### config.mk
export PLATFORM = sky130hd
export DESIGN_NAME = surface_state_decode_flat
export DESIGN_NICKNAME = d
export VERILOG_FILES = /design/src/include/surf_pkg.sv /design/src/include/surf_msg_if.sv /design/src/core/surf_field_decode.sv /design/src/core/surface_state_decode.sv /design/src/flat_wrapper.sv
export SDC_FILE = /design/constraint.sdc
export NUM_CORES = 1
export LEC_CHECK = 0
export BUFFER_PORTS_ARGS = -buffer_cell sky130_fd_sc_hd__buf_2
export CORE_AREA = 2 2 106 108
export DETAILED_ROUTE_END_ITERATION = 10
export DIE_AREA = 0 0 108 110
export PLACE_DENSITY = 0.79
export SYNTH_ARGS = -nofsm -noshare
export SYNTH_HDL_FRONTEND = slang
export SYNTH_SLANG_ARGS = --single-unit
### constraint.sdc
create_clock -name SYS_CLK -period 2.3 [get_ports SYS_CLK]
set_input_delay 0.23 -clock SYS_CLK [delete_from_list [all_inputs] [get_ports SYS_CLK]]
set_output_delay 0.23 -clock SYS_CLK [all_outputs]
set_load 0.01 [all_outputs]
### src/include/surf_pkg.sv
// shared constants and types for the surface descriptor decoder and its requester
package surf_pkg;

  // ----------------------------------------------------------------
  // descriptor dword layout
  // ----------------------------------------------------------------
  localparam int DESC_W     = 32;
  localparam int TYPE_LSB   = 29;
  localparam int TYPE_W     = 3;
  localparam int ARRAY_BIT  = 28;
  localparam int MBZ_BIT    = 27;
  localparam int FMT_LSB    = 18;
  localparam int FMT_W      = 9;
  localparam int VALIGN_LSB = 16;
  localparam int VALIGN_W   = 2;

  // ----------------------------------------------------------------
  // surface type codes
  // ----------------------------------------------------------------
  typedef logic [TYPE_W-1:0] stype_t;
  localparam stype_t one_dim_type           = 3'h0;
  localparam stype_t two_dim_type           = 3'h1;
  localparam stype_t volume_type            = 3'h2;
  localparam stype_t cubemap_type           = 3'h3;
  localparam stype_t element_buffer_type    = 3'h4;
  localparam stype_t structured_buffer_type = 3'h5;
  localparam stype_t reserved_surface_type  = 3'h6;
  localparam stype_t unbound_surface_type   = 3'h7;

  // ----------------------------------------------------------------
  // vertical alignment, formats, multisample
  // ----------------------------------------------------------------
  typedef logic [VALIGN_W-1:0] valign_t;
  typedef logic [FMT_W-1:0]    fmt_t;
  localparam valign_t vert_align_two_rows      = 2'h0;
  localparam valign_t vert_align_four_rows     = 2'h1;
  localparam valign_t vert_align_first_rsvd    = 2'h2;
  localparam fmt_t    packed_luma_chroma_plain  = 9'h182;
  localparam fmt_t    packed_luma_chroma_swap_a = 9'h183;
  localparam fmt_t    packed_luma_chroma_swap_b = 9'h18f;
  localparam fmt_t    packed_luma_chroma_swap_c = 9'h190;
  localparam logic [2:0] single_sample_count    = 3'h0;

  // ----------------------------------------------------------------
  // message link
  // ----------------------------------------------------------------
  localparam int MSG_ADDR_W = 32;
  localparam int MSG_DATA_W = 32;
  typedef enum logic [2:0] {
    msg_sample, msg_read, msg_write, msg_rt_write, msg_media_read, msg_media_write
  } msg_kind_t;
  typedef enum logic [1:0] {resp_ok, resp_dropped, resp_zero, resp_error} resp_t;

  // ----------------------------------------------------------------
  // requester register port
  // ----------------------------------------------------------------
  localparam int         REG_ADDR_W   = 8;
  localparam logic [7:0] OFS_DESC     = 8'h00;
  localparam logic [7:0] OFS_ADDR     = 8'h04;
  localparam logic [7:0] OFS_WDATA    = 8'h08;
  localparam logic [7:0] OFS_CTRL     = 8'h0c;
  localparam logic [7:0] OFS_CFG      = 8'h10;
  localparam logic [7:0] OFS_STATUS   = 8'h14;
  localparam logic [7:0] OFS_RDATA    = 8'h18;
  localparam int CTRL_KIND_LSB = 0;
  localparam int CTRL_GO_BIT   = 8;
  localparam int CFG_DEPTH_LSB = 0;
  localparam int CFG_MS_LSB    = 4;
  localparam int CFG_WIDE_BIT  = 8;
  localparam int ST_BUSY_BIT   = 0;
  localparam int ST_DONE_BIT   = 1;
  localparam int ST_REFUSE_BIT = 2;
  localparam int ST_RESP_LSB   = 4;
  localparam logic [31:0] RST_WORD = 32'h0000_0000;

endpackage

### src/include/surf_msg_if.sv
// message link between a requesting thread end and the surface decoder end
`timescale 1ns/10ps
interface surf_msg_if;
  import surf_pkg::*;

  logic                  req_valid;
  logic                  req_ready;
  msg_kind_t             req_kind;
  logic [DESC_W-1:0]     req_desc;
  logic [MSG_ADDR_W-1:0] req_addr;
  logic [MSG_DATA_W-1:0] req_wdata;
  logic                  resp_valid;
  resp_t                 resp_status;
  logic [MSG_DATA_W-1:0] resp_data;

  modport device (
    input  req_valid, req_kind, req_desc, req_addr, req_wdata,
    output req_ready, resp_valid, resp_status, resp_data
  );

  modport requester (
    output req_valid, req_kind, req_desc, req_addr, req_wdata,
    input  req_ready, resp_valid, resp_status, resp_data
  );
endinterface

### src/core/surf_field_decode.sv
// combinational split of one descriptor dword into its fields
`timescale 1ns/10ps
module surf_field_decode
  import surf_pkg::*;
#(
  parameter fmt_t COMP_FMT_LO = 9'h1ff,
  parameter fmt_t COMP_FMT_HI = 9'h1ff
) (
  // descriptor in
  input  wire logic [DESC_W-1:0] desc,
  // fields out
  output stype_t                 stype,
  output logic                   is_null,
  output logic                   is_rsvd_type,
  output logic                   array_eff,
  output fmt_t                   fmt,
  output logic                   mbz_err,
  output valign_t                valign,
  output logic                   valign_rsvd,
  output logic                   compressed
);

  if (COMP_FMT_LO > COMP_FMT_HI) begin : g_chk
    $error("compressed format range is inverted");
  end

  always_comb begin
    stype        = desc[TYPE_LSB +: TYPE_W];
    is_null      = (stype == unbound_surface_type);
    is_rsvd_type = (stype == reserved_surface_type);
    // array only means something for these types
    array_eff    = desc[ARRAY_BIT] && ((stype == one_dim_type) || (stype == two_dim_type) ||
                   (stype == cubemap_type));
    fmt          = desc[FMT_LSB +: FMT_W];
    mbz_err      = desc[MBZ_BIT];
    valign       = desc[VALIGN_LSB +: VALIGN_W];
    valign_rsvd  = (valign >= vert_align_first_rsvd);
    compressed   = (fmt >= COMP_FMT_LO) && (fmt <= COMP_FMT_HI);
  end

endmodule

### src/core/surface_state_decode.sv
// device end: decodes a surface descriptor per message and performs or suppresses the access
//
// Behaviour
// - type 7h is null, 6h reserved
// - writes to null surface are dropped, except media block writes
// - null surface ignores all other fields (the requester still refuses one with bit 27 set, bit 28 set, or a packed format with alignment 1h)
// - media block messages reject null surfaces
// - render target type matches depth buffer
// - bit 28 marks array for 1D/2D/cube
// - format in bits 26:18, bit 27 zero
// - multisampled surfaces at most 64 bits/element
// - vertical alignment only uncompressed sample/RT; 2h-3h reserved
// - codes 0h-3h: 1D, 2D, volume, cube
//
// The address map and the address-and-strobe port were chosen for this implementation.
`timescale 1ns/10ps
module surface_state_decode
  import surf_pkg::*;
#(
  parameter fmt_t COMP_FMT_LO = 9'h1ff,
  parameter fmt_t COMP_FMT_HI = 9'h1ff
) (
  // clock, reset, enable
  input  wire logic                  SYS_CLK,
  input  wire logic                  RESETN,
  input  wire logic                  CE,
  // message link
  surf_msg_if.device                 LINK,
  // memory side
  output logic                       MEM_RD,
  output logic                       MEM_WR,
  output logic [MSG_ADDR_W-1:0]      MEM_ADDR,
  output logic [MSG_DATA_W-1:0]      MEM_WDATA,
  input  wire logic [MSG_DATA_W-1:0] MEM_RDATA,
  // decode report of the last accepted message
  output stype_t                     LAST_TYPE,
  output logic                       LAST_ARRAY,
  output fmt_t                       LAST_FORMAT,
  output valign_t                    LAST_VALIGN,
  output resp_t                      LAST_RESP
);

  // ----------------------------------------------------------------
  // types and signals
  // ----------------------------------------------------------------
  typedef enum logic [2:0] {st_idle, st_rd_wait, st_rd_take, st_done} state_t;
  typedef enum logic [2:0] {act_error, act_drop, act_zero, act_mem_wr, act_mem_rd} act_t;

  state_t  state_q;
  state_t  state_d;
  act_t    act;
  stype_t  stype;
  fmt_t    fmt;
  valign_t valign;
  logic    is_null;
  logic    is_rsvd_type;
  logic    array_eff;
  logic    mbz_err;
  logic    valign_rsvd;
  logic    compressed;
  logic    is_wr_kind;
  logic    is_media;
  logic    va_applies;
  logic    accept;
  logic    ready_q;
  logic    resp_valid_q;
  resp_t   resp_status_q;
  logic [MSG_DATA_W-1:0] resp_data_q;
  logic    mem_rd_q;
  logic    mem_wr_q;
  logic [MSG_ADDR_W-1:0] mem_addr_q;
  logic [MSG_DATA_W-1:0] mem_wdata_q;
  stype_t  last_type_q;
  logic    last_array_q;
  fmt_t    last_fmt_q;
  valign_t last_valign_q;
  resp_t   last_resp_q;

  // ----------------------------------------------------------------
  // descriptor fields
  // ----------------------------------------------------------------
  surf_field_decode #(
    .COMP_FMT_LO (COMP_FMT_LO),
    .COMP_FMT_HI (COMP_FMT_HI)
  ) u_fields (
    .desc         (LINK.req_desc),
    .stype        (stype),
    .is_null      (is_null),
    .is_rsvd_type (is_rsvd_type),
    .array_eff    (array_eff),
    .fmt          (fmt),
    .mbz_err      (mbz_err),
    .valign       (valign),
    .valign_rsvd  (valign_rsvd),
    .compressed   (compressed)
  );

  // ----------------------------------------------------------------
  // verdict per message
  // ----------------------------------------------------------------
  assign accept = CE && ready_q && LINK.req_valid && (state_q == st_idle);

  always_comb begin
    is_wr_kind = (LINK.req_kind == msg_write) || (LINK.req_kind == msg_rt_write) ||
                 (LINK.req_kind == msg_media_write);
    is_media   = (LINK.req_kind == msg_media_read) || (LINK.req_kind == msg_media_write);
    va_applies = !compressed && ((LINK.req_kind == msg_sample) ||
                 (LINK.req_kind == msg_rt_write));
    act        = is_wr_kind ? act_mem_wr : act_mem_rd;
    if (is_rsvd_type) begin
      act = act_error;
    end else if (is_null) begin
      if (is_media) begin
        act = act_error;
      end else if (is_wr_kind) begin
        act = act_drop;
      end else begin
        act = act_zero;
      end
    end else if (mbz_err || (va_applies && valign_rsvd)) begin
      act = act_error;
    end
  end

  // ----------------------------------------------------------------
  // sequencer
  // ----------------------------------------------------------------
  always_comb begin
    state_d = state_q;
    case (state_q)
      st_idle: begin
        if (accept) begin
          state_d = (act == act_mem_rd) ? st_rd_wait : st_done;
        end
      end
      st_rd_wait: state_d = st_rd_take;
      st_rd_take: state_d = st_done;
      st_done:    state_d = st_idle;
      default:    state_d = st_idle;
    endcase
  end

  always_ff @(posedge SYS_CLK or negedge RESETN) begin
    if (!RESETN) begin
      state_q <= st_idle;
    end else if (CE) begin
      state_q <= state_d;
    end
  end

  // ----------------------------------------------------------------
  // link outputs
  // ----------------------------------------------------------------
  always_ff @(posedge SYS_CLK or negedge RESETN) begin
    if (!RESETN) begin
      ready_q       <= 1'b0;
      resp_valid_q  <= 1'b0;
      resp_status_q <= resp_ok;
      resp_data_q   <= '0;
    end else if (CE) begin
      resp_valid_q <= 1'b0;
      if (state_q == st_idle) begin
        ready_q <= !accept;
      end else if (state_q == st_done) begin
        ready_q <= 1'b1;
      end
      if (accept && (act != act_mem_rd)) begin
        resp_valid_q <= 1'b1;
        resp_data_q  <= '0;
        case (act)
          act_error: resp_status_q <= resp_error;
          act_drop:  resp_status_q <= resp_dropped;
          act_zero:  resp_status_q <= resp_zero;
          default:   resp_status_q <= resp_ok;
        endcase
      end else if (state_q == st_rd_take) begin
        resp_valid_q  <= 1'b1;
        resp_status_q <= resp_ok;
        resp_data_q   <= MEM_RDATA;
      end
    end
  end

  // ----------------------------------------------------------------
  // memory strobes, never raised for a null surface
  // ----------------------------------------------------------------
  always_ff @(posedge SYS_CLK or negedge RESETN) begin
    if (!RESETN) begin
      mem_rd_q    <= 1'b0;
      mem_wr_q    <= 1'b0;
      mem_addr_q  <= '0;
      mem_wdata_q <= '0;
    end else if (CE) begin
      mem_rd_q <= accept && (act == act_mem_rd);
      mem_wr_q <= accept && (act == act_mem_wr);
      if (accept) begin
        mem_addr_q  <= LINK.req_addr;
        mem_wdata_q <= LINK.req_wdata;
      end
    end
  end

  // ----------------------------------------------------------------
  // decode report; null surfaces show only their type
  // ----------------------------------------------------------------
  always_ff @(posedge SYS_CLK or negedge RESETN) begin
    if (!RESETN) begin
      last_type_q   <= one_dim_type;
      last_array_q  <= 1'b0;
      last_fmt_q    <= '0;
      last_valign_q <= vert_align_two_rows;
      last_resp_q   <= resp_ok;
    end else if (CE) begin
      if (accept) begin
        last_type_q   <= stype;
        last_array_q  <= array_eff && !is_null;
        last_fmt_q    <= is_null ? '0 : fmt;
        last_valign_q <= (is_null || !va_applies) ? vert_align_two_rows : valign;
      end
      if (resp_valid_q) begin
        last_resp_q <= resp_status_q;
      end
    end
  end

  assign LINK.req_ready   = ready_q;
  assign LINK.resp_valid  = resp_valid_q;
  assign LINK.resp_status = resp_status_q;
  assign LINK.resp_data   = resp_data_q;
  assign MEM_RD           = mem_rd_q;
  assign MEM_WR           = mem_wr_q;
  assign MEM_ADDR         = mem_addr_q;
  assign MEM_WDATA        = mem_wdata_q;
  assign LAST_TYPE        = last_type_q;
  assign LAST_ARRAY       = last_array_q;
  assign LAST_FORMAT      = last_fmt_q;
  assign LAST_VALIGN      = last_valign_q;
  assign LAST_RESP        = last_resp_q;

endmodule

### src/flat_wrapper.sv
// flat-port wrapper written by rule: the top's interface ports become plain ports
module surface_state_decode_flat import surf_pkg::*;
#(
  parameter fmt_t COMP_FMT_LO = 9'h1ff,
  parameter fmt_t COMP_FMT_HI = 9'h1ff
)
  (SYS_CLK, RESETN, CE, MEM_RD, MEM_WR, MEM_ADDR, MEM_WDATA, MEM_RDATA, LAST_TYPE, LAST_ARRAY, LAST_FORMAT, LAST_VALIGN, LAST_RESP, LINK_req_valid, LINK_req_kind, LINK_req_desc, LINK_req_addr, LINK_req_wdata, LINK_req_ready, LINK_resp_valid, LINK_resp_status, LINK_resp_data);
  surf_msg_if LINK_i ();
  input  wire logic SYS_CLK;
  input  wire logic RESETN;
  input  wire logic CE;
  output logic MEM_RD;
  output logic MEM_WR;
  output logic [MSG_ADDR_W-1:0] MEM_ADDR;
  output logic [MSG_DATA_W-1:0] MEM_WDATA;
  input  wire logic [MSG_DATA_W-1:0] MEM_RDATA;
  output stype_t LAST_TYPE;
  output logic LAST_ARRAY;
  output fmt_t LAST_FORMAT;
  output valign_t LAST_VALIGN;
  output resp_t LAST_RESP;
  input wire logic [$bits(LINK_i.req_valid)-1:0] LINK_req_valid;
  input wire logic [$bits(LINK_i.req_kind)-1:0] LINK_req_kind;
  input wire logic [$bits(LINK_i.req_desc)-1:0] LINK_req_desc;
  input wire logic [$bits(LINK_i.req_addr)-1:0] LINK_req_addr;
  input wire logic [$bits(LINK_i.req_wdata)-1:0] LINK_req_wdata;
  output wire logic [$bits(LINK_i.req_ready)-1:0] LINK_req_ready;
  output wire logic [$bits(LINK_i.resp_valid)-1:0] LINK_resp_valid;
  output wire logic [$bits(LINK_i.resp_status)-1:0] LINK_resp_status;
  output wire logic [$bits(LINK_i.resp_data)-1:0] LINK_resp_data;
  assign LINK_i.req_valid = LINK_req_valid;
  assign LINK_i.req_kind = LINK_req_kind;
  assign LINK_i.req_desc = LINK_req_desc;
  assign LINK_i.req_addr = LINK_req_addr;
  assign LINK_i.req_wdata = LINK_req_wdata;
  assign LINK_req_ready = LINK_i.req_ready;
  assign LINK_resp_valid = LINK_i.resp_valid;
  assign LINK_resp_status = LINK_i.resp_status;
  assign LINK_resp_data = LINK_i.resp_data;
  surface_state_decode #(.COMP_FMT_LO(COMP_FMT_LO), .COMP_FMT_HI(COMP_FMT_HI)) u_core (.SYS_CLK(SYS_CLK), .RESETN(RESETN), .CE(CE), .LINK(LINK_i), .MEM_RD(MEM_RD), .MEM_WR(MEM_WR), .MEM_ADDR(MEM_ADDR), .MEM_WDATA(MEM_WDATA), .MEM_RDATA(MEM_RDATA), .LAST_TYPE(LAST_TYPE), .LAST_ARRAY(LAST_ARRAY), .LAST_FORMAT(LAST_FORMAT), .LAST_VALIGN(LAST_VALIGN), .LAST_RESP(LAST_RESP));
endmodule
# Word level (Yosys, flattened, before mapping)
# Index checks and enable logic that the tools add are counted.
[classes] n_div=0 mux=20 shift=0 add_sub_neg=0 eq_ne=17 order_cmp=3 bitwise=0 reduce_logical=34 multipliers=0
[ops] op="$mux 32" count=2
[ops] op="$eq 3x2->1 const B" count=7
[ops] op="$eq 3x3->1 const B" count=5
[ops] op="$mux 3" count=5
[ops] op="$logic_not 3->1" count=4
[ops] op="$mux 2" count=6
[ops] op="$logic_and 1x1->1" count=11
[ops] op="$reduce_and 2->1" count=5
[ops] op="$eq 3x1->1 const B" count=3
[ops] op="$ge 9x9->1 const B" count=1
[ops] op="$le 9x9->1 const B" count=1
[ops] op="$mux 9" count=1
[ops] op="$pmux 3 s3" count=1
[ops] op="$logic_or 1x1->1" count=8
[ops] op="$pmux 2 s3" count=1
[ops] op="$logic_not 1->1" count=4
[ops] op="$mux 1" count=4
[ops] op="$reduce_bool 2->1" count=2
[ops] op="$ne 3x3->1 const B" count=1
[ops] op="$ge 2x2->1 const B" count=1
[ops] op="$ne 2x1->1 const B" count=1
[word_totals] latchBits=0 mem_bits_ro=0 output_inout_bits=119 reg_bits=122 wordCells=88 mem_bits_rw=0 inputBits=135 mem_count=0

# Depth between registers and ports, before layout
[depth] word_depth=13 ltp_mapped=8 depth_no_buf=6

# Hierarchy
# A second synthesis with hierarchy kept.
[hier_totals] hier_cells=566 hier_area_um2=5393.9
[modules_own_cells] mod="surface_state_decode" n_inst=1 cells_each=541 seq_area_each_um2=3027.9 area_each_um2=5223.8
[modules_own_cells] mod="surf_field_decode" n_inst=1 cells_each=25 seq_area_each_um2=0.0 area_each_um2=170.2

# Least setup slack after synthesis
# No wires, ideal clock.
[synth_timing] path_kind="reg-to-reg" from="register u_core.state_q[0]" to="register u_core.last_type_q[0] (netlist: u_core.LAST_TYPE[0])" n_path_buf=3 period_less_slack_ns=1.758 setup_ns=0.065 required_ns=2.235 path_stages_with_launch=9 slack_ns=0.542 arrival_time_ns=1.693 cell_sequence="dfrtp_1 inv_1 ha_1 and4_1 buf_2 clkbuf_1 clkbuf_1 nand2_1 nand2_1"
[synth_via] elab_chain_len=3
[synth_lines] item="start, declared" line_no="surface_state_decode.sv:49" source="state_t state_q;"
[synth_lines] item="start signal, assigned" line_no="surface_state_decode.sv:145" source="state_q <= st_idle;"
[synth_lines] item="start signal, assigned" line_no="surface_state_decode.sv:147" source="state_q <= state_d;"
[synth_lines] item="$logic_not 3->1" line_no="surface_state_decode.sv:101" source="assign accept = CE && ready_q && LINK.req_valid && (state_q == st_idle);"
[synth_lines] item="$logic_and 1x1->1" line_no="surface_state_decode.sv:101"
[synth_lines] item="$reduce_and 2->1 (no line)"
[synth_lines] item="end signal, assigned" line_no="surface_state_decode.sv:208" source="last_type_q <= one_dim_type;"
[synth_lines] item="end signal, assigned" line_no="surface_state_decode.sv:215" source="last_type_q <= stype;"
[synth_lines] item="end, declared" line_no="surface_state_decode.sv:73" source="stype_t last_type_q;"
# No other way between the ends.
# A chain may end at the register's enable or synchronous reset.

# Worst setup path after layout
[layout_timing] from="register u_core.state_q[0]" to="register u_core.last_fmt_q[3] (netlist: u_core.LAST_FORMAT[3])"
[layout_via] elab_chain_len=3
[layout_lines] item="$logic_not 3->1" line_no="surface_state_decode.sv:101"
[layout_lines] item="$logic_and 1x1->1" line_no="surface_state_decode.sv:101"
[layout_lines] item="$reduce_and 2->1 (no line)"
[layout_lines] item="end signal, assigned" line_no="surface_state_decode.sv:217" source="last_fmt_q <= is_null ? '0 : fmt;"
[layout_lines] item="end, declared" line_no="surface_state_decode.sv:75" source="fmt_t last_fmt_q;"
# No other way between the ends.

==> impl_metrics.ini <==
[outcome]
status = completed

[synth]
yosysSeqAreaShare_pct = 64.46
synth_area_leaders = dfrtp_1 (64%), nand2_1 (17%), a22o_1 (7.6%)
yosysTopAreaCellShare_pct = 64.46
ys_warn_count = 0
synth_edf_count = 0
syn-num-nets = 583
avgSynthCellArea_um2 = 10.56
yosys-top-cells-count = nand2_1 (212), dfrtp_1 (121), a22o_1 (41)
synth_area_leader_cell = dfrtp_1
netlist_area_um2 = 4697
synthCells = 445
yosysMostFrequentCell = nand2_1
ys_ff_latch = 121
async_reset_ff_share_pct = 100.0
yosysUniqueCellTypes = 36
synthFlopType = dfrtp_1

[grt]
grt.overflow.total = 0
grt_pass1_wl_um = 24500
grt_max_degree = 58
grt.total_usage_pct = 26.82
antenna_found_initial = 0
grt_pass1_vias = 5055

[placed_design]
io_buffer_count = 237
globalplace.congestion = 0.8591
hpwl_um = 8889

[power]
p_leak_nw = 4.232
power_density_nw_per_um2 = 1225
finalPower_w = 0.009432
vdd_ir_drop_max_mv = 0.6392

[floorplanning]
start_util_pct = 43.91
fp.coreArea_um2 = 10700
fp.dieW_um = 108
die_h_um = 110
row_count = 38
io_pins = 254
die_area_um2 = 11880

[setup_path]
reg2reg_slack_ns = 0.23
cp.required_ns = 2.72
startpoint_type = register
r2r-start = u_core.state_q[0]$_DFFE_PN0P_
critical_path_class = register to register
crit_fanout = 54
startpoint = u_core.state_q[0]$_DFFE_PN0P_
end_kind = register
cp_data_arrival_time_ns = 2.49

[cts]
cts.clk_slew.worst_paths_ns = 0.05
tritoncts = done
cts-root-buf = clkbuf_8
cts_buffers = 17
htree_levels = 4
post_cts_buffers = 0
clock_latency_ns = 0.49
clockBufferDepth = 2
numClockSinks = 121

[routing]
first_pass_iters = 7
totalWireLength_um = 15730
dr.first_iter.drc_count = 402
wire_per_inst_um = 16.59
vias = 4764
drtAntennaViolNets = 0
drc = 0
viasPerCell = 5.025

[timing]
layout_min_cycle_time_ns = 2.073
relSlewSlack_pct = 59.74
finalCritPeriodShare_pct = 90.15
finClkSkew_ns = 0.005406
fin_tns_setup_ns = 0
rsz0062_at_grt = false
fmax_ghz = 0.4823
hold_viol = 0
worstMarginPinSlew_ns = 0.6017
slew_violations = 0
setup_violations = 0
whs_ns = 0.06076

[finish]
diodes = 0
area_delta_synth_final_pct = 63.91
fin_nets = 935
drive_gt1_share_pct = 35.15

[min_path]
hp-start = CE
min_path_type = input pin to register

[flow_run]
drv_cap = 0
report_power, final:
part,internal [W],switching [W]
clock,0.00164,0.000893
combinational,0.00146,0.00182
sequential,0.00307,0.000554
total,0.00617,0.00326
through the flow:
| stage | std cells | area [µm²] | setup WS (ns) | util, % |
|---|---|---|---|---|
| after floorplan | 445 | 4697 | 0.5420 | - |
| after detailed placement | 806 | 6010 | 0.2844 | 56.18 |
| final | 948 | 7699 | 0.2266 | 71.96 |
| after CTS | 948 | 7699 | 0.2835 | 71.96 |
| after global routing | 948 | 7699 | 0.1108 | 71.96 |
| after global placement | 806 | 6010 | 0.4178 | 56.18 |
final timing paths:
path,to,depth (start not counted)
max in group asynchronous,u_core.MEM_WDATA[15]$_DFFE_PN0P_,3
worst min register to register,u_core.MEM_ADDR[24]$_DFFE_PN0P_,2
worst min-delay path,u_core.LINK.resp_valid$_DFFE_PN0P_,2
min in group asynchronous,u_core.LINK.resp_data[12]$_DFFE_PN0P_,2
worst max register to register,u_core.LAST_FORMAT[3]$_DFFE_PN0P_,6
worst max-delay path,u_core.LAST_FORMAT[3]$_DFFE_PN0P_,6
placed cells by master, fill, tap and decap left out, types with 2 or more instances in the layout:
| cell | instances |
|---|---|
| buf_12 | 2 |
| clkinv_2 | 4 |
| mux2_2 | 2 |
| a21oi_2 | 2 |
| nor2b_1 | 2 |
| ha_1 | 3 |
| buf_4 | 7 |
| a22o_1 | 41 |
| dfrtp_1 | 121 |
| bufinv_16 | 2 |
| clkbuf_16 | 16 |
| buf_2 | 236 |
| nor2_1 | 4 |
| nand4_1 | 3 |
| inv_1 | 5 |
| dlygate4sd3_1 | 112 |
| nand2_1 | 212 |
| clkinvlp_4 | 2 |
| clkbuf_8 | 5 |
| a32o_1 | 4 |
repair_timing:
item                      in CTS  in global routing
resized for setup              0                  0
hold buffers                 112                  0
hold endpoints to repair     152                  0
cells by family (layout without fill, tap and decap cells):
group	Yosys count	in the layout	share of synthesized area, %
muxes	2	2	0.4795
adders and majority gates	3	3	0.7992
AOI/OAI and AO/OA	58	58	11.03
and+or+nand+nor	230	230	19.53
buffers and inverters	29	392	3.330
xor gates and xnor gates	2	2	0.3730
DFF	121	121	64.46
critical path: stages, from the launching register on:
cell and delay [ns]:
dfrtp_1 0.38, inv_1 0.10, ha_1 0.25, nand4_1 0.24, buf_12 0.26, nor2_1 0.51
a22o_1 0.24
registers in the layout, indices dropped and copies added, names as in the netlist, 2 cells and up:
register,flops
u_core.LAST_FORMAT,9
u_core.LAST_RESP,2
u_core.LAST_TYPE,3
u_core.LAST_VALIGN,2
u_core.LINK.resp_data,32
u_core.LINK.resp_status,2
u_core.MEM_ADDR,32
u_core.MEM_WDATA,32
u_core.state_q,2
layout make-up:
| type | instances | area [µm²] |
|---|---|---|
| inverters | 5 | 18.77 |
| fillers | 710 | 2999 |
| multi-input cells | 295 | 1514 |
| clock buffers | 22 | 473.0 |
| well taps | 140 | 175.2 |
| repair buffers | 357 | 2395 |
| flip-flops and latches | 121 | 3028 |
| clock inverters | 8 | 95.09 |
metal layers:
layer	global-route usage, %	wire length [µm]	part of all wire, %
met5	0	0	0
met4	14.65	590	3.8
met3	8.289	1340	8.5
met2	46.32	7962	51
met1	29.68	5839	37
Note: power is estimated with default switching activity, not from simulation.
